==> src/hw/vpr_pwm_div.sv <==
// Holds the shared package and the chopper period divider.
// Assumes one clock, pclk, and an asynchronous active-low reset, presetn.
package vpr_pkg;
  // Register byte addresses on the APB bus.
  localparam logic [11:0] VPR_ADDR_CTRL = 12'h000;
  localparam logic [11:0] VPR_ADDR_CFG  = 12'h004;
  localparam logic [11:0] VPR_ADDR_CUR  = 12'h008;
  localparam logic [11:0] VPR_ADDR_STAT = 12'h00c;
  localparam logic [11:0] VPR_ADDR_AMP  = 12'h010;
  // Field positions.
  localparam int VPR_CFG_GRAD_LSB  = 8;
  localparam int VPR_CUR_HOLD_LSB  = 8;
  localparam int VPR_CUR_GSC_LSB   = 16;
  localparam int VPR_STAT_SCA_LSB  = 16;
  localparam int VPR_STAT_AT1_DONE = 28;
  localparam int VPR_STAT_HALF     = 29;
  localparam int VPR_STAT_AT1      = 30;
  localparam int VPR_STAT_AT2      = 31;
  // Reset values.
  localparam logic [11:0] VPR_CTRL_RST = 12'h153;
  localparam logic [7:0]  VPR_OFS_RST  = 8'h1e;
  localparam logic [7:0]  VPR_GRAD_RST = 8'h00;
  localparam logic [4:0]  VPR_RUN_RST  = 5'h10;
  localparam logic [4:0]  VPR_HOLD_RST = 5'h08;
  localparam logic [7:0]  VPR_GSC_RST  = 8'h00;
  // Chopper period in half clocks for each frequency code.
  localparam logic [10:0] VPR_PER_00 = 11'h400;
  localparam logic [10:0] VPR_PER_01 = 11'h2ab;
  localparam logic [10:0] VPR_PER_10 = 11'h200;
  localparam logic [10:0] VPR_PER_11 = 11'h19a;
  // Blanking time in clocks for each blanking code.
  localparam logic [9:0] VPR_BLK_00 = 10'h010;
  localparam logic [9:0] VPR_BLK_01 = 10'h018;
  localparam logic [9:0] VPR_BLK_10 = 10'h024;
  localparam logic [9:0] VPR_BLK_11 = 10'h036;
  // Tuning counts.
  localparam logic [4:0] VPR_SETTLE_N  = 5'h10;
  localparam logic [3:0] VPR_UNREACH_N = 4'h8;
  localparam logic [2:0] VPR_FS_PER_GRAD = 3'h7;
  localparam logic [7:0] VPR_ERR_TOL   = 8'h02;

  typedef struct packed {
    logic [3:0] gain;
    logic [1:0] blanking_time_select;
    logic [1:0] freq;
    logic       rsv;
    logic       freewheel;
    logic       autograd;
    logic       autoscale;
  } vpr_ctrl_t;

  typedef struct packed {
    logic       chop_on;
    logic       period_start;
    logic [7:0] amplitude;
  } vpr_drive_t;
endpackage

module vpr_pwm_div (
  // Clock and reset.
  input  wire logic         pclk,
  input  wire logic         presetn,
  // Settings.
  input  wire logic [1:0]   freq_sel,
  input  wire logic         half_freq,
  input  wire logic [7:0]   duty,
  // Period timing.
  output logic              per_start,
  output logic              on_phase,
  output logic [9:0]        on_cnt
);
  import vpr_pkg::*;

  logic [10:0] acc_q, acc_d, per_q, per_d, per_sel;
  logic [9:0]  cnt_q, cnt_d;
  logic [18:0] on_len;
  logic        wrap;

  // Accumulate two half clocks per cycle, one when halved, so the mean rate is exactly 2/N, or 1/N when halved.
  always_comb begin
    case (freq_sel) // RULE_10
      2'b00:   per_sel = VPR_PER_00;
      2'b01:   per_sel = VPR_PER_01;
      2'b10:   per_sel = VPR_PER_10;
      default: per_sel = VPR_PER_11;
    endcase
    acc_d = acc_q + (half_freq ? 11'h001 : 11'h002);
    wrap  = (acc_d >= per_q);
    per_d = per_q;
    cnt_d = cnt_q + 10'h001;
    if (wrap) begin
      acc_d = acc_d - per_q;
      per_d = per_sel; // RULE_22
      cnt_d = 10'h000;
    end
    on_len = (19'(duty) * 19'(per_q)) >> 9;
  end

  always_ff @(posedge pclk or negedge presetn) begin
    if (!presetn) begin
      acc_q <= 11'h000;
      per_q <= VPR_PER_00;
      cnt_q <= 10'h000;
    end else begin
      acc_q <= acc_d;
      per_q <= per_d;
      cnt_q <= cnt_d;
    end
  end

  assign per_start = (cnt_q == 10'h000);
  assign on_phase  = (19'(cnt_q) < on_len);
  assign on_cnt    = cnt_q;

  // Helper count of cycles between two period starts.
  logic [9:0] gap_q;
  always_ff @(posedge pclk or negedge presetn) begin
    if (!presetn) gap_q <= 10'h000;
    else if (per_start) gap_q <= 10'h001;
    else gap_q <= gap_q + 10'h001;
  end

  a_period_full: assert property (@(posedge pclk) disable iff (!presetn) // RULE_10
    (per_start && $past(per_start, 1) == 1'b0 && per_q == VPR_PER_10 && !half_freq
     && $past(per_q) == VPR_PER_10 && !$past(half_freq)) |-> gap_q == 10'h100)
    else $error("chopper period wrong for code 10");
endmodule

==> src/hw/vpr_regulator.sv <==
// Voltage-mode chopper amplitude regulator with automatic tuning, APB slave.
// Assumes pclk at 10 MHz, inputs synchronous to pclk, a current sampler outside.
// How it works
// RULE_01: Gradient tuning starts only after standstill offset tuning has completed.
// RULE_02: Standstill completion may need several stops; settling restarts each time.
// RULE_03: Controller confirms tuning by watching the correction value fall to zero.
// RULE_04: Controller steps slowly, velocity 8 or less, at least ten steps.
// RULE_05: Writing the gradient setting also seeds the tuned gradient.
// RULE_06: Scaler or supply change invalidates tuning until standstill tuning reruns.
// RULE_07: Tuning reruns whenever its standstill or moving conditions hold again.
// RULE_08: Autoscale and autograd select feedback mode; autoscale zero selects feed-forward.
// RULE_09: Feed-forward mode ignores current samples entirely.
// RULE_10: Frequency code selects clock times 2/1024, 2/683, 2/512 or 2/410.
// RULE_11: Controller picks a code giving roughly 20 to 50 kHz.
// RULE_12: Current sampled in on time drives a proportional regulator with set gain.
// RULE_13: Controller keeps regulator gain small, often one.
// RULE_14: No sample when on time is shorter than blanking, bounding minimum current.
// RULE_15: Reduced currents scale from tuned values, or programmed ones in feed-forward.
// RULE_16: Freewheeling forces zero amplitude.
// RULE_17: Unreachable current during standstill tuning halves the chopper frequency.
// RULE_18: Halved frequency holds while standstill and current scale equals run current.
// RULE_19: Controller sets run current above the regulation limit during tuning.
// RULE_20: Controller holds motor still at run current to start standstill tuning.
// RULE_21: Moving tuning changes the gradient by one per eight full steps.
// RULE_22: New frequency code takes effect at the next period start.
//
// Chosen here: the address map and the APB slave port.
module vpr_regulator (
  // Clock and reset.
  input  wire logic                   pclk,
  input  wire logic                   presetn,
  // APB slave.
  input  wire logic                   psel,
  input  wire logic                   penable,
  input  wire logic                   pwrite,
  input  wire logic [11:0]            paddr,
  input  wire logic [31:0]            pwdata,
  output logic      [31:0]            prdata,
  output logic                        pready,
  output logic                        pslverr,
  // Motion and sensing.
  input  wire logic                   standstill,
  input  wire logic [7:0]             velocity,
  input  wire logic                   full_step,
  input  wire logic [7:0]             current_sample,
  input  wire logic                   supply_change,
  // Bridge drive.
  output vpr_pkg::vpr_drive_t         drive
);
  import vpr_pkg::*;

  vpr_ctrl_t   ctrl_q, ctrl_d;
  logic [7:0]  ofs_set_q, ofs_set_d, grad_set_q, grad_set_d, gsc_q, gsc_d;
  logic [4:0]  run_q, run_d, hold_q, hold_d;
  logic [31:0] prdata_q, prdata_d;
  logic        wr_en, rd_setup, mapped;

  // APB decode; the slave never inserts wait states.
  always_comb begin
    mapped   = (paddr == VPR_ADDR_CTRL) || (paddr == VPR_ADDR_CFG) ||
               (paddr == VPR_ADDR_CUR) || (paddr == VPR_ADDR_STAT) ||
               (paddr == VPR_ADDR_AMP);
    wr_en    = psel && penable && pwrite && mapped;
    rd_setup = psel && !penable && !pwrite;
  end
  assign pready  = psel && penable;
  assign pslverr = psel && penable && !mapped;
  assign prdata  = prdata_q;

  // Chopper timing and regulator state.
  logic [7:0]  tofs_q, tofs_d, tgrad_q, tgrad_d, amp_q, amp_d;
  logic signed [8:0] sca_q, sca_d;
  logic        at1_done_q, at1_done_d, half_q, half_d, sampled_q, sampled_d;
  logic [4:0]  settle_q, settle_d;
  logic [3:0]  unreach_q, unreach_d;
  logic [2:0]  fs_q, fs_d;
  logic        per_start, on_phase;
  logic [9:0]  on_cnt, blank;
  logic        auto_mode, at1_cond, at2_cond, take;
  logic [4:0]  cs;
  logic [8:0]  gsc_eff, base, sum9;
  logic [15:0] target_w;
  logic [7:0]  target;
  logic signed [9:0]  err;
  logic signed [14:0] delta;
  logic signed [15:0] sca_w;
  logic [10:0] scaled;
  logic signed [12:0] amp_raw;
  logic [7:0]  ofs_use, grad_use;

  vpr_pwm_div u_div (
    .pclk      (pclk),
    .presetn   (presetn),
    .freq_sel  (ctrl_q.freq),
    .half_freq (half_q),
    .duty      (amp_q),
    .per_start (per_start),
    .on_phase  (on_phase),
    .on_cnt    (on_cnt)
  );

  // Register writes; a new gradient setting also seeds the tuned gradient.
  always_comb begin
    ctrl_d     = ctrl_q;
    ofs_set_d  = ofs_set_q;
    grad_set_d = grad_set_q;
    run_d      = run_q;
    hold_d     = hold_q;
    gsc_d      = gsc_q;
    if (wr_en && paddr == VPR_ADDR_CTRL) ctrl_d = pwdata[11:0];
    if (wr_en && paddr == VPR_ADDR_CFG) begin
      ofs_set_d  = pwdata[7:0];
      grad_set_d = pwdata[VPR_CFG_GRAD_LSB +: 8];
    end
    if (wr_en && paddr == VPR_ADDR_CUR) begin
      run_d  = pwdata[4:0];
      hold_d = pwdata[VPR_CUR_HOLD_LSB +: 5];
      gsc_d  = pwdata[VPR_CUR_GSC_LSB +: 8];
    end
    prdata_d = prdata_q;
    if (rd_setup) begin
      case (paddr)
        VPR_ADDR_CTRL: prdata_d = {20'h00000, ctrl_q};
        VPR_ADDR_CFG:  prdata_d = {16'h0000, grad_set_q, ofs_set_q};
        VPR_ADDR_CUR:  prdata_d = {8'h00, gsc_q, 3'h0, hold_q, 3'h0, run_q};
        VPR_ADDR_STAT: prdata_d = {at2_cond, at1_cond, half_q, at1_done_q, 3'h0,
                                   sca_q, tgrad_q, tofs_q};
        VPR_ADDR_AMP:  prdata_d = {24'h000000, amp_q};
        default:       prdata_d = 32'h00000000;
      endcase
    end
  end

  // Current scale, target and tuning conditions.
  always_comb begin
    auto_mode = ctrl_q.autoscale && ctrl_q.autograd; // RULE_08
    cs        = standstill ? hold_q : run_q;
    gsc_eff   = (gsc_q == 8'h00) ? 9'h100 : {1'b0, gsc_q};
    target_w  = (16'(cs) + 16'h0001) * 16'(gsc_eff) >> 5;
    target    = (target_w > 16'h00ff) ? 8'hff : target_w[7:0];
    at1_cond  = auto_mode && standstill && (cs == run_q); // RULE_07
    ofs_use   = auto_mode ? tofs_q : ofs_set_q; // RULE_15
    grad_use  = auto_mode ? tgrad_q : grad_set_q; // RULE_15
    base      = 9'(ofs_use) + 9'((16'(grad_use) * 16'(velocity)) >> 8);
    scaled    = 11'((16'(base) * (16'(cs) + 16'h0001)) >> 5); // RULE_15
    sum9      = (scaled > 11'h1ff) ? 9'h1ff : scaled[8:0];
    at2_cond  = auto_mode && !standstill && at1_done_q && // RULE_01
                (10'(sum9) * 10'h002 > 10'(tofs_q) * 10'h003) &&
                (10'(sum9) < 10'(tofs_q) * 10'h004) && (sum9 < 9'h0ff);
    case (ctrl_q.blanking_time_select)
      2'b00:   blank = VPR_BLK_00;
      2'b01:   blank = VPR_BLK_01;
      2'b10:   blank = VPR_BLK_10;
      default: blank = VPR_BLK_11;
    endcase
  end

  // Sampling, proportional regulation and tuning.
  always_comb begin
    take  = auto_mode && on_phase && !sampled_q && (on_cnt == blank); // RULE_14 RULE_09
    err   = 10'(target) - 10'(current_sample);
    // Signed product, so that a current above target pulls the correction down.
    delta = (15'(err) * $signed(15'(ctrl_q.gain))) >>> 3;
    sampled_d  = per_start ? 1'b0 : (sampled_q || take);
    sca_d      = sca_q;
    tofs_d     = tofs_q;
    tgrad_d    = tgrad_q;
    at1_done_d = at1_done_q;
    half_d     = half_q;
    settle_d   = settle_q;
    unreach_d  = unreach_q;
    fs_d       = fs_q;
    sca_w      = 16'(sca_q) + 16'(delta);
    if (take) begin // RULE_12
      if (sca_w > 16'sd255) sca_d = 9'sd255;
      else if (sca_w < -16'sd255) sca_d = -9'sd255;
      else sca_d = sca_w[8:0];
    end
    if (!auto_mode) sca_d = 9'sd0; // RULE_09
    // Standstill phase: fold the correction into the tuned offset.
    if (at1_cond && per_start) begin
      if (sca_q > 9'sd0 && tofs_q != 8'hff) begin
        tofs_d = tofs_q + 8'h01;
        sca_d  = sca_q - 9'sd1;
      end else if (sca_q < 9'sd0 && tofs_q != 8'h00) begin
        tofs_d = tofs_q - 8'h01;
        sca_d  = sca_q + 9'sd1;
      end
      if (sca_q == 9'sd0 && (err <= $signed(10'(VPR_ERR_TOL))) &&
          (err >= -$signed(10'(VPR_ERR_TOL)))) begin
        if (settle_q == VPR_SETTLE_N) at1_done_d = 1'b1; // RULE_02
        else settle_d = settle_q + 5'h01;
      end else begin
        settle_d = 5'h00;
      end
    end
    if (!at1_cond) settle_d = 5'h00; // RULE_02
    // Unreachable current in standstill tuning halves the chopper rate.
    if (at1_cond && take && err > 10'sd0 && amp_q == 8'hff) begin // RULE_17
      if (unreach_q == VPR_UNREACH_N) half_d = 1'b1;
      else unreach_d = unreach_q + 4'h1;
    end
    if (!at1_cond) begin // RULE_18
      half_d    = 1'b0;
      unreach_d = 4'h0;
    end
    // Moving phase: one gradient count per eight full steps.
    if (at2_cond && full_step) begin // RULE_21
      fs_d = fs_q + 3'h1;
      if (fs_q == VPR_FS_PER_GRAD) begin
        if (sca_q > 9'sd0 && tgrad_q != 8'hff) tgrad_d = tgrad_q + 8'h01;
        else if (sca_q < 9'sd0 && tgrad_q != 8'h00) tgrad_d = tgrad_q - 8'h01;
      end
    end
    if (wr_en && paddr == VPR_ADDR_CFG) begin // RULE_05
      tgrad_d = pwdata[VPR_CFG_GRAD_LSB +: 8];
      tofs_d  = pwdata[7:0];
    end
    // Settling restarts too, so an invalidated result needs a full standstill run again.
    if (supply_change || (wr_en && paddr == VPR_ADDR_CUR &&
        pwdata[VPR_CUR_GSC_LSB +: 8] != gsc_q)) begin // RULE_06
      at1_done_d = 1'b0;
      settle_d   = 5'h00;
    end
    amp_raw = 13'(scaled) + 13'(sca_q);
    if (ctrl_q.freewheel) amp_d = 8'h00; // RULE_16
    else if (amp_raw < 13'sd0) amp_d = 8'h00;
    else if (amp_raw > 13'sd255) amp_d = 8'hff;
    else amp_d = amp_raw[7:0];
  end

  always_ff @(posedge pclk or negedge presetn) begin
    if (!presetn) begin
      ctrl_q     <= VPR_CTRL_RST;
      ofs_set_q  <= VPR_OFS_RST;
      grad_set_q <= VPR_GRAD_RST;
      run_q      <= VPR_RUN_RST;
      hold_q     <= VPR_HOLD_RST;
      gsc_q      <= VPR_GSC_RST;
      prdata_q   <= 32'h00000000;
      tofs_q     <= VPR_OFS_RST;
      tgrad_q    <= VPR_GRAD_RST;
      sca_q      <= 9'sd0;
      amp_q      <= 8'h00;
      at1_done_q <= 1'b0;
      half_q     <= 1'b0;
      sampled_q  <= 1'b0;
      settle_q   <= 5'h00;
      unreach_q  <= 4'h0;
      fs_q       <= 3'h0;
    end else begin
      ctrl_q     <= ctrl_d;
      ofs_set_q  <= ofs_set_d;
      grad_set_q <= grad_set_d;
      run_q      <= run_d;
      hold_q     <= hold_d;
      gsc_q      <= gsc_d;
      prdata_q   <= prdata_d;
      tofs_q     <= tofs_d;
      tgrad_q    <= tgrad_d;
      sca_q      <= sca_d;
      amp_q      <= amp_d;
      at1_done_q <= at1_done_d;
      half_q     <= half_d;
      sampled_q  <= sampled_d;
      settle_q   <= settle_d;
      unreach_q  <= unreach_d;
      fs_q       <= fs_d;
    end
  end

  // Only the amplitude is registered; the chopper phase and the period start follow the divider.
  assign drive.chop_on      = on_phase && !ctrl_q.freewheel;
  assign drive.period_start = per_start;
  assign drive.amplitude    = amp_q;

  a_grad_needs_at1: assert property (@(posedge pclk) disable iff (!presetn) // RULE_01
    ($changed(tgrad_q) && !$past(wr_en)) |-> $past(at1_done_q))
    else $error("gradient tuned before standstill tuning done");
  a_grad_eight_steps: assert property (@(posedge pclk) disable iff (!presetn) // RULE_21
    ($changed(tgrad_q) && !$past(wr_en)) |-> ($past(full_step) && $past(fs_q) == 3'h7))
    else $error("gradient changed off an eighth full step");
  a_invalid_tuning: assert property (@(posedge pclk) disable iff (!presetn) // RULE_06
    supply_change |=> !at1_done_q)
    else $error("tuning still valid after supply change");
  a_ff_no_meas: assert property (@(posedge pclk) disable iff (!presetn) // RULE_09
    (!ctrl_q.autoscale ##1 !ctrl_q.autoscale) |-> sca_q == 9'sd0)
    else $error("feed-forward mode used current correction");
  a_half_only_at1: assert property (@(posedge pclk) disable iff (!presetn) // RULE_17
    $rose(half_q) |-> $past(at1_cond) && $past(amp_q) == 8'hff)
    else $error("half rate entered outside standstill tuning");
  a_half_drops: assert property (@(posedge pclk) disable iff (!presetn) // RULE_18
    (half_q && !at1_cond) |=> !half_q)
    else $error("half rate kept outside standstill at run current");
  a_freewheel_zero: assert property (@(posedge pclk) disable iff (!presetn) // RULE_16
    ctrl_q.freewheel [*2] |-> amp_q == 8'h00 && !drive.chop_on)
    else $error("freewheel left amplitude on");
  a_one_sample: assert property (@(posedge pclk) disable iff (!presetn) // RULE_12
    (take && !per_start) |=> !take [*3])
    else $error("more than one current sample per period");
  a_settle_restart: assert property (@(posedge pclk) disable iff (!presetn) // RULE_02
    !at1_cond |=> settle_q == 5'h00)
    else $error("standstill settling kept across motion");
endmodule

==> config.mk <==
export PLATFORM = sky130hd
export DESIGN_NAME = vpr_regulator
export DESIGN_NICKNAME = d
export VERILOG_FILES = /design/src/hw/vpr_pwm_div.sv /design/src/hw/vpr_regulator.sv
export SDC_FILE = /design/constraint.sdc
export NUM_CORES = 1
export LEC_CHECK = 0
export ABC_AREA = 1
export BUFFER_PORTS_ARGS = -buffer_cell sky130_fd_sc_hd__buf_2
export CORE_MARGIN = 4
export CORE_UTILIZATION = 45
export DETAILED_ROUTE_END_ITERATION = 10
export MAX_ROUTING_LAYER = met4
export REMOVE_ABC_BUFFERS = 1
export SYNTH_ARGS = -nofsm -noshare
export SYNTH_HDL_FRONTEND = slang
export SYNTH_SLANG_ARGS = --single-unit
==> constraint.sdc <==
create_clock -name pclk -period 22.5 [get_ports pclk]
set_clock_uncertainty 0.2 [all_clocks]
set_input_delay 3.375 -clock pclk [delete_from_list [all_inputs] [get_ports pclk]]
set_output_delay 3.375 -clock pclk [all_outputs]
set_load 0.02 [all_outputs]
After elaboration in Yosys (flattened, before gate mapping)
Index checks and enable logic that the tools add are counted.
{"block": "word_totals", "out_inout_bits": 44, "ff_bits": 158, "romBits": 0, "n_memories": 0, "word_cells": 201, "latchBits": 0, "mem_bits_rw": 0}
{"block": "op_classes", "n_eq_ne": 22, "addsub": 17, "multipliers": 6, "div": 0, "n_lt_le_gt_ge": 16, "shifts": 0, "bitwise": 0, "mux": 47, "reduce_logical": 67}
{"op": "one-hot mux 32 bit (5 select lines)", "n": 1}
{"op": "two-way mux 8 bit", "n": 15}
{"op": "two-way mux 9 bit", "n": 9}
{"op": "logical AND 1 bit", "n": 33}
{"op": "one-hot mux 11 bit (3 select lines)", "n": 1}
{"op": "two-way mux 5 bit", "n": 6}
{"op": "== test 12 x 4 -> 1 bit (second input constant)", "n": 2}
{"op": "> comparator 12 x 9 -> 1 bit (second input constant)", "n": 2}
{"op": "multiplier 8 x 11 -> 19 bit", "n": 1}
{"op": "> comparator 9 x 1 -> 1 bit (second input constant)", "n": 2}
{"op": "one-hot mux 6 bit (3 select lines)", "n": 1}
{"op": "adder 8 x 1 -> 8 bit (second input constant)", "n": 2}
{"op": "multiplier 16 x 9 -> 16 bit", "n": 1}
{"op": "multiplier 8 x 8 -> 16 bit", "n": 1}
{"op": "inequality test 8 bit (second input constant)", "n": 2}
{"op": "nonzero test 8 bit", "n": 2}
{"op": "subtractor 8 x 1 -> 8 bit (second input constant)", "n": 2}
{"op": "multiplier 9 x 6 -> 15 bit", "n": 1}
{"op": "multiplier 9 x 5 -> 14 bit", "n": 1}
{"op": "adder 11 x 9 -> 12 bit", "n": 1}
{"op": "adder 9 x 11 -> 12 bit", "n": 1}
{"op": "== test 12 x 3 -> 1 bit (second input constant)", "n": 1}
{"op": "== test 12 x 5 -> 1 bit (second input constant)", "n": 1}
{"op": "zero test 12 bit", "n": 1}
{"op": "52 further kinds", "n": 85}

Depth between registers and ports, before layout
Gate-level depths: netlist (run 1).
{"block": "depth", "depth_word": 16, "ltp_mapped": 67}

Hierarchy
Synthesis (run 1) repeated with hierarchy kept, for this count alone.
{"block": "unflattened", "hier_cells": 2810, "area_unflattened_um2": 20693.6}
{"mod": "vpr_regulator", "area_each_um2": 16051.6, "n_inst": 1, "seq_area_each_um2": 3096.7, "cells_each": 2191}
{"mod": "vpr_pwm_div", "area_each_um2": 4642.0, "n_inst": 1, "seq_area_each_um2": 651.9, "cells_each": 619}

Worst setup path before layout (run 1)
No wires, ideal clock.
{"block": "synth_timing", "kind": "input to register", "from": "input port standstill", "to": "register sca_q[3]", "t_required_ps": 22179, "t_arrival_ps": 13493, "path_buffers": 1, "stages": 59, "slack_ps": 8686, "cell_sequence": "o21ai_0 clkbuf_1 ha_1 nand2_1 nor2_1 inv_1 or2_2 nand2_2 clkinv_1 nand2_1 fa_1 inv_1 fa_1 fa_1 ha_1 a21oi_1 o21ai_0 a31o_2 [23 not listed] a21oi_1 o21bai_1 a21o_1 a21oi_1 xor2_1 ha_1 nand2_1 inv_1 a221oi_1 nand3_1 nand2_1 nand2_1 inv_1 nand2_1 a21oi_1 o21ai_0 nand2_1 o21ai_1"}
{"block": "synth_via", "elab_chain_len": 16, "elab_cells_between_ends": 21, "classes_between": "add/sub: 3; mul: 2; order compare: 3; eq/ne: 1; mux: 9; reduce/logical: 3"}
{"element": "start: declaration", "line_no": "vpr_regulator.sv:42", "source": "input wire logic standstill,"}
{"element": "two-way mux 5 bit", "line_no": "vpr_regulator.sv:137", "source": "cs = standstill ? hold_q : run_q;"}
{"element": "adder 5 x 1 -> 6 bit", "line_no": "vpr_regulator.sv:139", "source": "target_w = (16'(cs) + 16'h0001) * 16'(gsc_eff) >> 5;"}
{"element": "multiplier 16 x 9 -> 16 bit", "line_no": "vpr_regulator.sv:139"}
{"element": "> comparator 11 x 8 -> 1 bit", "line_no": "vpr_regulator.sv:140", "source": "target = (target_w > 16'h00ff) ? 8'hff : target_w[7:0];"}
{"element": "two-way mux 8 bit", "line_no": "vpr_regulator.sv:140"}
{"element": "subtractor 8 x 8 -> 9 bit", "line_no": "vpr_regulator.sv:161", "source": "err = 10'(target) - 10'(current_sample);"}
{"element": "multiplier 9 x 5 -> 14 bit", "line_no": "vpr_regulator.sv:163", "source": "delta = (15'(err) * $signed(15'(ctrl_q.gain))) >>> 3;"}
{"element": "adder 9 x 11 -> 12 bit", "line_no": "vpr_regulator.sv:173", "source": "sca_w = 16'(sca_q) + 16'(delta);"}
{"element": "< comparator 12 x 9 -> 1 bit", "line_no": "vpr_regulator.sv:176", "source": "else if (sca_w < -16'sd255) sca_d = -9'sd255;"}
{"element": "two-way mux 9 bit", "line_no": "vpr_regulator.sv:176"}
{"element": "two-way mux 9 bit", "line_no": "vpr_regulator.sv:175", "source": "if (sca_w > 16'sd255) sca_d = 9'sd255;"}
{"element": "two-way mux 9 bit", "line_no": "vpr_regulator.sv:174", "source": "if (take) begin"}
{"element": "two-way mux 9 bit", "line_no": "vpr_regulator.sv:179", "source": "if (!auto_mode) sca_d = 9'sd0;"}
{"element": "two-way mux 9 bit", "line_no": "vpr_regulator.sv:185", "source": "end else if (sca_q < 9'sd0 && tofs_q != 8'h00) begin"}
{"element": "two-way mux 9 bit", "line_no": "vpr_regulator.sv:182", "source": "if (sca_q > 9'sd0 && tofs_q != 8'hff) begin"}
{"element": "two-way mux 9 bit (*)", "line_no": "vpr_regulator.sv:181", "source": "if (at1_cond && per_start) begin"}
{"element": "net sca_d[3]", "line_no": "vpr_regulator.sv:72", "source": "logic signed [8:0] sca_q, sca_d;"}
{"element": "end signal: assignment", "line_no": "vpr_regulator.sv:243", "source": "sca_q <= 9'sd0;"}
{"element": "end signal: assignment", "line_no": "vpr_regulator.sv:261", "source": "sca_q <= sca_d;"}
{"element": "end: declaration", "line_no": "vpr_regulator.sv:72"}
Mark *: on every way through the listed nets, which the timed path passes. The rest lies on a longest branch.
A chain may end at the register's enable or synchronous reset.

Worst setup path in the final report (run 1)
{"block": "layout_timing", "from": "input port standstill", "to": "register sca_q[5]"}
Same word-level chain as after synthesis.

==> out/metrics.csv, run 1 <==
metric,value,unit
rsz0062_at_grt,no,
timing_worst_setup_path_type,primary input to flip-flop,
synth_seq_area_share,18.7,%
share_clk_of_total_power,30.5,%
cts-root-to-sink-buffers,2,
die_height,219,um
global_route.usage.total,24.3,%
drt_pass1_iterations,8,
setup_violations,0,
rows,77,
dp.final_hpwl,45800,um
cts.hold.buffers_added,0,
power.ir.vdd_worst,0.0557,mV
crit_required,22.64,ns
grt_pass1_vias,17700,
synth_top_area_share,16.6,%
dpl-instance-area,21200,um2
grt_antenna_before_repair,1,
met1_capacity_usage_during_global_routing,33.0,%
post_cts.resized_instances,0,
dieArea,48100,um2
fin_crit,15.21,ns
globalRouteMet3Util,4.28,%
max-cap-violations,0,
clockRootBuffer,clkbuf_16,
initial_core_util,45.4,%
io_count,112,
yosysWarnings,0,
groute.layer.met2.usage,37.8,%
hold_slack,0.277,ns
globalRoute.totalOverflow,0,
run_status,completed,
drive_above_1_share,7.25,%
slowest_stage_delay_on_critical_path,0.54,ns
yosys_register_bits,149,
endpoint_kind,flip-flop,
net-switching-power,0.000445,W
clkSlewWorstSetupHoldPaths,0.07,ns
sw_ratio,40.1,%
finalWeightedCongestion,0.925,
final_layout_setup_total_negative_slack,0,ns
synthArstFlopShare,100,%
cts_htree_levels,4,
clk-insertion-delay-late,0.45,ns
finalInstanceArea,21900,um2
power_density,50.6,nW/um2
mappedNetlistArea,20100,um2
critPathMaxFanout,13,
total_leakage_power,12.3,nW
avgViaCountPerCell,5.20,
grt_start_max_net_pins,82,
synth.avg_cell_area,7.38,um2
synth_largest_area_cell,dfrtp_1,
first_iter_violations,1174,
cts.sinks,149,
die_x,219,um
cellInternalPower,0.000664,W
critPathLaunchType,primary input,
final_min_period_over_clock_period,67.6,%
drv_slew,0,
share_seq_of_total_power,26.3,%
comb_pwr_share,43.2,%
synth_top_flop_cell,dfrtp_1,
core_area,44200,um2
critical_path.most_common_cell,nand2_1,
gr-max-usage-layer,met2,
reg2reg_slack,9.95,ns
placement.io_buffers,100,
route.detailed.drc,0,
worstPathArrival,15.34,ns
antenna_left,0,
slew_limit_headroom,22.3,%
syn-instance-count,2724,
routed_wire_length_per_instance,16.2,um
finalNetCount,3300,
crit_path_top_delay_cell,fa_1,
synth.distinct_cells,59,
grt_first_pass_wirelength,91000,um
total_detailed_routing_wirelength,55500,um
finalHoldViolCount,0,
min-delay-path-class,flip-flop to flip-flop,
synth.top_cells.by_area,"dfrtp_1 17%, ha_1 16%, fa_1 16%, nand2_1 12%, inv_1 10%",
dr_total_vias,17800,
cts_tree,done,
tightest_slew,1.15,ns
synthToLayoutAreaGrowth,9.06,%
post-cts-setup-buffers,0,
timing.fmax,0.0658,GHz
edff_count_synth,0,
cts_inserted_buffers,17,
worst max-delay path: cells and delay by family:
family                   cells  cell delay [ns]
AO/OA/AOI/OAI               13             2.97
AND/OR/NAND/NOR             24             2.82
XOR/XNOR                     4             0.96
adder cells (fa/ha/maj)     11             4.29
buffers and inverters        8             0.89
cell usage after synthesis (5+ instances only):
library cell / instances
a211oi_1: 5
a21o_1: 8
a21oi_1: 131
a221oi_1: 6
a22o_1: 5
a31oi_1: 8
buf_2: 6
buf_4: 5
clkbuf_1: 27
clkinv_1: 6
dfrtp_1: 133
dfstp_2: 16
fa_1: 156
ha_1: 261
inv_1: 561
nand2_1: 619
nand2_2: 8
nand3_1: 102
nand3_2: 5
nand4_1: 34
nor2_1: 208
nor3_1: 29
nor4_1: 8
o2111ai_1: 9
o211ai_1: 7
o21ai_0: 147
o21ai_1: 6
o21bai_1: 11
o221ai_1: 13
o22ai_1: 9
o32a_1: 5
or2_2: 17
xnor2_1: 47
xor2_1: 64
cells by family (layout without fill, tap and decap cells):
| family | after synthesis | count (layout) | synth area share [%] |
|---|---|---|---|
| adders and majority gates | 417 | 417 | 31.8 |
| and+or+nand+nor | 1053 | 1053 | 22.0 |
| AOI/OAI and AO/OA | 382 | 382 | 11.0 |
| buffers and inverters | 608 | 710 | 11.5 |
| xor gates and xnor gates | 113 | 113 | 5.00 |
| DFF | 149 | 149 | 18.7 |
| other | 1 | 4 | 0.0187 |
| muxes | 1 | 1 | 0.0560 |
per-stage QoR:
stage / power (W) / worst slack, ns / utilization (%) / std cells
after floorplan: 0.000655 / 8.43 / - / 2687
after global placement: 0.000764 / 7.16 / 48.0 / 3388
after detailed placement: 0.000775 / 6.91 / 48.0 / 3388
after CTS: 0.00112 / 7.36 / 49.6 / 3420
after global routing: 0.00120 / 6.13 / 49.6 / 3421
final: 0.00111 / 7.29 / 49.6 / 3421
state kept, by name, summed over array words and instances, names as in the netlist, 3 cells and up:
name	flops
prdata	29
ctrl_q	12
u_div.acc_q	11
u_div.on_cnt	10
sca_q	9
amp_q	8
grad_set_q	8
gsc_q	8
ofs_set_q	8
tgrad_q	8
tofs_q	8
hold_q	5
run_q	5
settle_q	5
u_div.per_q	5
unreach_q	4
fs_q	3
layout by cell type (no fill, tap or decap), drive strengths merged, types with 6 or more instances in the layout:
cell,n
xor2,66
or2,17
buf,109
o221ai,13
a21oi,131
o211ai,7
nor3,30
bufinv,6
nand2,630
inv,564
o21ai,154
nand3,108
nor2,213
a31oi,8
o22ai,9
dfstp,16
nor4,8
a221oi,6
dfrtp,133
a21o,8
xnor2,47
o21bai,11
nand4,35
o2111ai,9
clkinv,11
fa,156
ha,261
clkbuf,19
per-layer routing:
metal / up-vias / share of wire (%)
met5: - / 0
met4: 0 / 2.1
met3: 67 / 6.7
met2: 478 / 45
met1: 8462 / 46
li1: 8782 / -
final cells by class:
| class | instances | area [um2] |
|---|---|---|
| Timing Repair Buffer | 109 | 574 |
| Fill cell | 4370 | 22300 |
| Inverter | 569 | 2140 |
| Clock buffer | 19 | 443 |
| Antenna cell | 1 | 2.50 |
| Multi-Input combinational cell | 1969 | 14000 |
| Clock inverter | 13 | 229 |
| Sequential cell | 149 | 3750 |
| Tap cell | 592 | 741 |
power by group through the flow:
| stage | Combinational [W] | Clock [W] | Sequential (W) |
|---|---|---|---|
| after floorplan | 0.000361 | 0 | 0.000294 |
| after detailed placement | 0.000478 | 0 | 0.000297 |
| after global routing | 0.000557 | 0.000352 | 0.000293 |
| final | 0.000479 | 0.000338 | 0.000292 |
| after global placement | 0.000467 | 0 | 0.000297 |
| after CTS | 0.000482 | 0.000342 | 0.000292 |
worst paths after layout:
kind | from | endpoint | depth (start not counted)
worst max-delay path | standstill | sca_q[5] | 60
worst min-delay path | ofs_set_q[4] | ofs_set_q[4] | 2
worst max register to register | run_q[2] | sca_q[5] | 59
worst min register to register | ofs_set_q[4] | ofs_set_q[4] | 2
max in group asynchronous | presetn | sca_q[1] | 2
min in group asynchronous | presetn | u_div.acc_q[7] | 1
Power figures use the tool's default switching activity.
==> run 2: changes to the inputs <==
- clock period: 22.5 -> 14.35 ns (I/O delays scaled with it)
==> out/metrics.csv, run 2 (synthesis results as in run 1) <==
metric,value,unit
die_height,219,um
endpoint_kind,flip-flop,
dieArea,48100,um2
flip_flop_count_of_the_largest_register_after_layout,29,
grt_pass1_vias,17600,
total_detailed_routing_wirelength,55100,um
global_route.usage.total,24.1,%
avgViaCountPerCell,5.18,
fin_crit,13.26,ns
finalWeightedCongestion,0.940,
cts.sinks,149,
drive_above_1_share,7.52,%
dp.final_hpwl,45800,um
critical_path.most_common_cell,nand2_1,
setup_violations,0,
route.detailed.drc,0,
finalNetCount,3303,
cts_htree_levels,4,
final_layout_setup_total_negative_slack,0,ns
io_count,112,
routed_wire_length_per_instance,16.1,um
tightest_slew,1.15,ns
layout.cells.most_common,nand2_1,
crit_path_top_delay_cell,fa_1,
timing_worst_setup_path_type,primary input to flip-flop,
grt_start_max_net_pins,83,
drv_slew,0,
critPathLaunchType,primary input,
slowest_stage_delay_on_critical_path,0.55,ns
clk-insertion-delay-late,0.46,ns
run_status,completed,
grt_antenna_before_repair,2,
dr_total_vias,17700,
fillCellCount,4437,
die_x,219,um
first_iter_violations,1121,
worstPathArrival,13.44,ns
crit_required,14.52,ns
dpl-instance-area,21300,um2
core_area,44200,um2
slew_limit_headroom,22.7,%
synthToLayoutAreaGrowth,9.16,%
min-delay-path-class,flip-flop to flip-flop,
drt_pass1_iterations,8,
grt_first_pass_wirelength,90200,um
rsz0062_at_grt,no,
total_leakage_power,12.3,nW
finalInstanceArea,21900,um2
critPathMaxFanout,13,
clkSlewWorstSetupHoldPaths,0.07,ns
cts_inserted_buffers,17,
antenna_left,0,
final_min_period_over_clock_period,92.4,%
globalRoute.totalOverflow,0,
power_density,77.4,nW/um2
cts-root-to-sink-buffers,2,
most-common-layout-cells,"619 x nand2_1, 561 x inv_1, 261 x ha_1",
power.ir.vdd_worst,0.0948,mV
clockRootBuffer,clkbuf_16,
finalHoldViolCount,0,
rows,77,
timing.fmax,0.0754,GHz
initial_core_util,45.4,%
max-cap-violations,0,
cts_tree,done,
placement.io_buffers,100,
[run 2: changes by cell type in the layout (fill, tap and decap cells not counted), sizes merged]
cell | previous run | this run
clkinvlp | 1 | 2
buf | 109 | 112
bufinv | 6 | 3
clkbuf | 19 | 17
clkinv | 11 | 8
inv | 564 | 571
diode | 1 | 2
[run 2: metrics by stage]
step	utilization (%)	std cells	setup slack (ns)	hold WS (ns)	power [W]
3_5_place_dp	48.1	3391	0.329	0.263	0.00122
5_1_grt	49.6	3425	0.0259	0.282	0.00184
6_report	49.6	3425	1.09	0.277	0.00170
3_3_place_gp	48.1	3391	0.453	0.260	0.00120
4_1_cts	49.5	3423	0.736	0.274	0.00171
2_1_floorplan	-	2687	1.51	0.251	0.00103
[run 2: cell type report]
| cell class | count | area, um2 | share of cell area [%] |
|---|---|---|---|
| Multi-Input combinational cell | 1969 | 14100 | 64.2 |
| Sequential cell | 149 | 3750 | 17.1 |
| Inverter | 569 | 2140 | 9.74 |
| Tap cell | 592 | 741 | 3.38 |
| Timing Repair Buffer | 112 | 597 | 2.72 |
| Clock buffer | 17 | 425 | 1.94 |
| Clock inverter | 15 | 208 | 0.947 |
| Antenna cell | 2 | 5.00 | 0.0228 |
[run 2: report_power, final]
part,switching (W),internal [W]
sequential,0.0000260,0.000432
combinational,0.000474,0.000277
clock,0.000209,0.000281
total,0.000708,0.000990
[run 2: timing repair]
action                     CTS  global route
hold buffers                 0             0
resized for setup            0             9
setup buffers                0             0
setup endpoints to repair    0             9
[run 2: path summary, 6_finish.rpt]
check / slack [ns] / endpoint / cells after the start / startpoint
hold reg to reg: 0.28 / ofs_set_q[4] / 2 / ofs_set_q[4]
hold / removal: 0.28 / ofs_set_q[4] / 2 / ofs_set_q[4]
max in group asynchronous: 11.06 / prdata[19] / 2 / presetn
setup reg to reg: 2.46 / tgrad_q[2] / 57 / ctrl_q[1]
setup / recovery: 1.09 / sca_q[3] / 59 / standstill
min in group asynchronous: 1.52 / u_div.acc_q[7] / 1 / presetn
[run 2: worst max-delay path: cells and delay by family]
| kind | cells | cell delay [ns] |
|---|---|---|
| adders and majority gates | 11 | 4.60 |
| and+or+nand+nor | 22 | 2.84 |
| AOI/OAI and AO/OA | 16 | 2.67 |
| buffers and inverters | 7 | 0.63 |
| xor gates and xnor gates | 3 | 0.53 |
[run 2: metal layers]
metal	vias up	wire, um	track usage [%]
li1	8796	-	-
met1	8417	26100	32.9
met2	425	24500	36.9
met3	94	2930	3.97
met4	0	1570	7.48
met5	-	0	-
==> run 3: changes to the inputs <==
- CORE_MARGIN: 4 -> unset
- clock period: 14.35 -> 12.5 ns (I/O delays scaled with it)
==> out/metrics.csv, run 3 (synthesis results as in run 1) <==
metric,value,unit
layout.cells.most_common,nand2_1,
dp.final_hpwl,46100,um
io_count,112,
cts_tree,done,
drt_pass1_iterations,6,
clk-insertion-delay-late,0.46,ns
placement.io_buffers,100,
grt_start_max_net_pins,76,
cts_htree_levels,4,
avgViaCountPerCell,5.16,
antenna-diode-count,0,
synthToLayoutAreaGrowth,13.0,%
flip_flop_count_of_the_largest_register_after_layout,29,
worstPathArrival,11.93,ns
final_min_period_over_clock_period,94.5,%
finalNetCount,3385,
setup_violations,0,
power.ir.vdd_worst,0.106,mV
die_height,213,um
antenna_left,0,
slowest_stage_delay_on_critical_path,0.56,ns
clockRootBuffer,clkbuf_16,
initial_core_util,45.5,%
total_detailed_routing_wirelength,55600,um
global_route.usage.total,25.9,%
max-cap-violations,0,
dpl-instance-area,21800,um2
grt_first_pass_wirelength,89500,um
core_area,44100,um2
slew_limit_headroom,16.1,%
routed_wire_length_per_instance,15.9,um
timing.fmax,0.0847,GHz
timing_worst_setup_path_type,primary input to flip-flop,
critical_path.most_common_cell,nand2_1,
run_status,completed,
total_leakage_power,12.7,nW
grt_pass1_vias,17500,
cts.hold.buffers_added,0,
cts.sinks,149,
finalInstanceArea,22700,um2
cts-root-to-sink-buffers,2,
finalWeightedCongestion,0.940,
crit_path_top_delay_cell,fa_1,
rows,77,
grt_antenna_before_repair,0,
drv_slew,0,
critPathMaxFanout,8,
crit_required,12.62,ns
clkSlewWorstSetupHoldPaths,0.07,ns
finalHoldViolCount,0,
min-delay-path-class,flip-flop to flip-flop,
fin_crit,11.81,ns
cts_inserted_buffers,17,
route.detailed.drc,0,
hold_slack,0.282,ns
dr_total_vias,18100,
power_density,84.1,nW/um2
drive_above_1_share,11.5,%
die_x,213,um
globalRoute.totalOverflow,0,
most-common-layout-cells,"610 x nand2_1, 558 x inv_1, 253 x ha_1",
endpoint_kind,flip-flop,
dieArea,45500,um2
tightest_slew,1.26,ns
critPathLaunchType,primary input,
first_iter_violations,1077,
run 3: layer usage:
layer  up-vias  GRT usage [%]  share of wire (%)
met2       407           40.4                 46
li1       8968              -                  -
met4         0           5.71                1.8
met1      8657           35.5                 48
met3        63           3.71                4.8
met5         -              -                  0
run 3: worst paths after layout:
check                              from              end  slack, ns  cells past startpoint
hold reg to reg            ofs_set_q[4]     ofs_set_q[4]       0.28                      2
hold / removal             ofs_set_q[4]     ofs_set_q[4]       0.28                      2
setup / recovery             standstill         sca_q[0]       0.69                     61
max in group asynchronous       presetn       prdata[11]       9.41                      2
setup reg to reg              ctrl_q[0]         amp_q[5]       0.91                     53
min in group asynchronous       presetn  u_div.acc_q[10]       1.22                      1
run 3: through the flow:
step                utilization (%)  power, W  TNS [ns]  instances  worst slack (ns)
finish                         51.5   0.00191         0       3505             0.687
CTS                            50.8   0.00192         0       3498            0.0446
floorplan                         -   0.00118    -0.390       2687           -0.0654
global placement               49.5   0.00138     -1.34       3466            -0.222
detailed placement             49.5   0.00140     -2.54       3466            -0.333
global route                   51.5   0.00207   -0.0306       3505           -0.0306
run 3: timing repair:
| item | in CTS | in global routing |
|---|---|---|
| setup buffers | 0 | 6 |
| hold endpoints to repair | 0 | 0 |
| gates resized for setup | 0 | 65 |
| setup endpoints to repair | 0 | 27 |
run 3: cell type report:
class	count	area [um2]
sequential	149	3750
inverter	569	2140
multi-input combinational	1969	14300
timing repair buffer	194	1220
fill	4369	21400
clock buffer	19	453
tap	592	741
clock inverter	13	125
run 3: critical path, delay by kind of cell:
kind                       cells  cell delay [ns]
xor gates and xnor gates       3             0.53
and+or+nand+nor               20             2.01
buffers and inverters         13             1.24
AOI/OAI and AO/OA             14             1.95
adders and majority gates     11             4.34
run 3: where the power goes:
part           internal (W)  total (W)  leakage, nW  switching, W
Combinational      0.000325   0.000865         10.5      0.000541
Sequential         0.000496   0.000526         1.91     0.0000301
Clock              0.000286   0.000519        0.268      0.000233
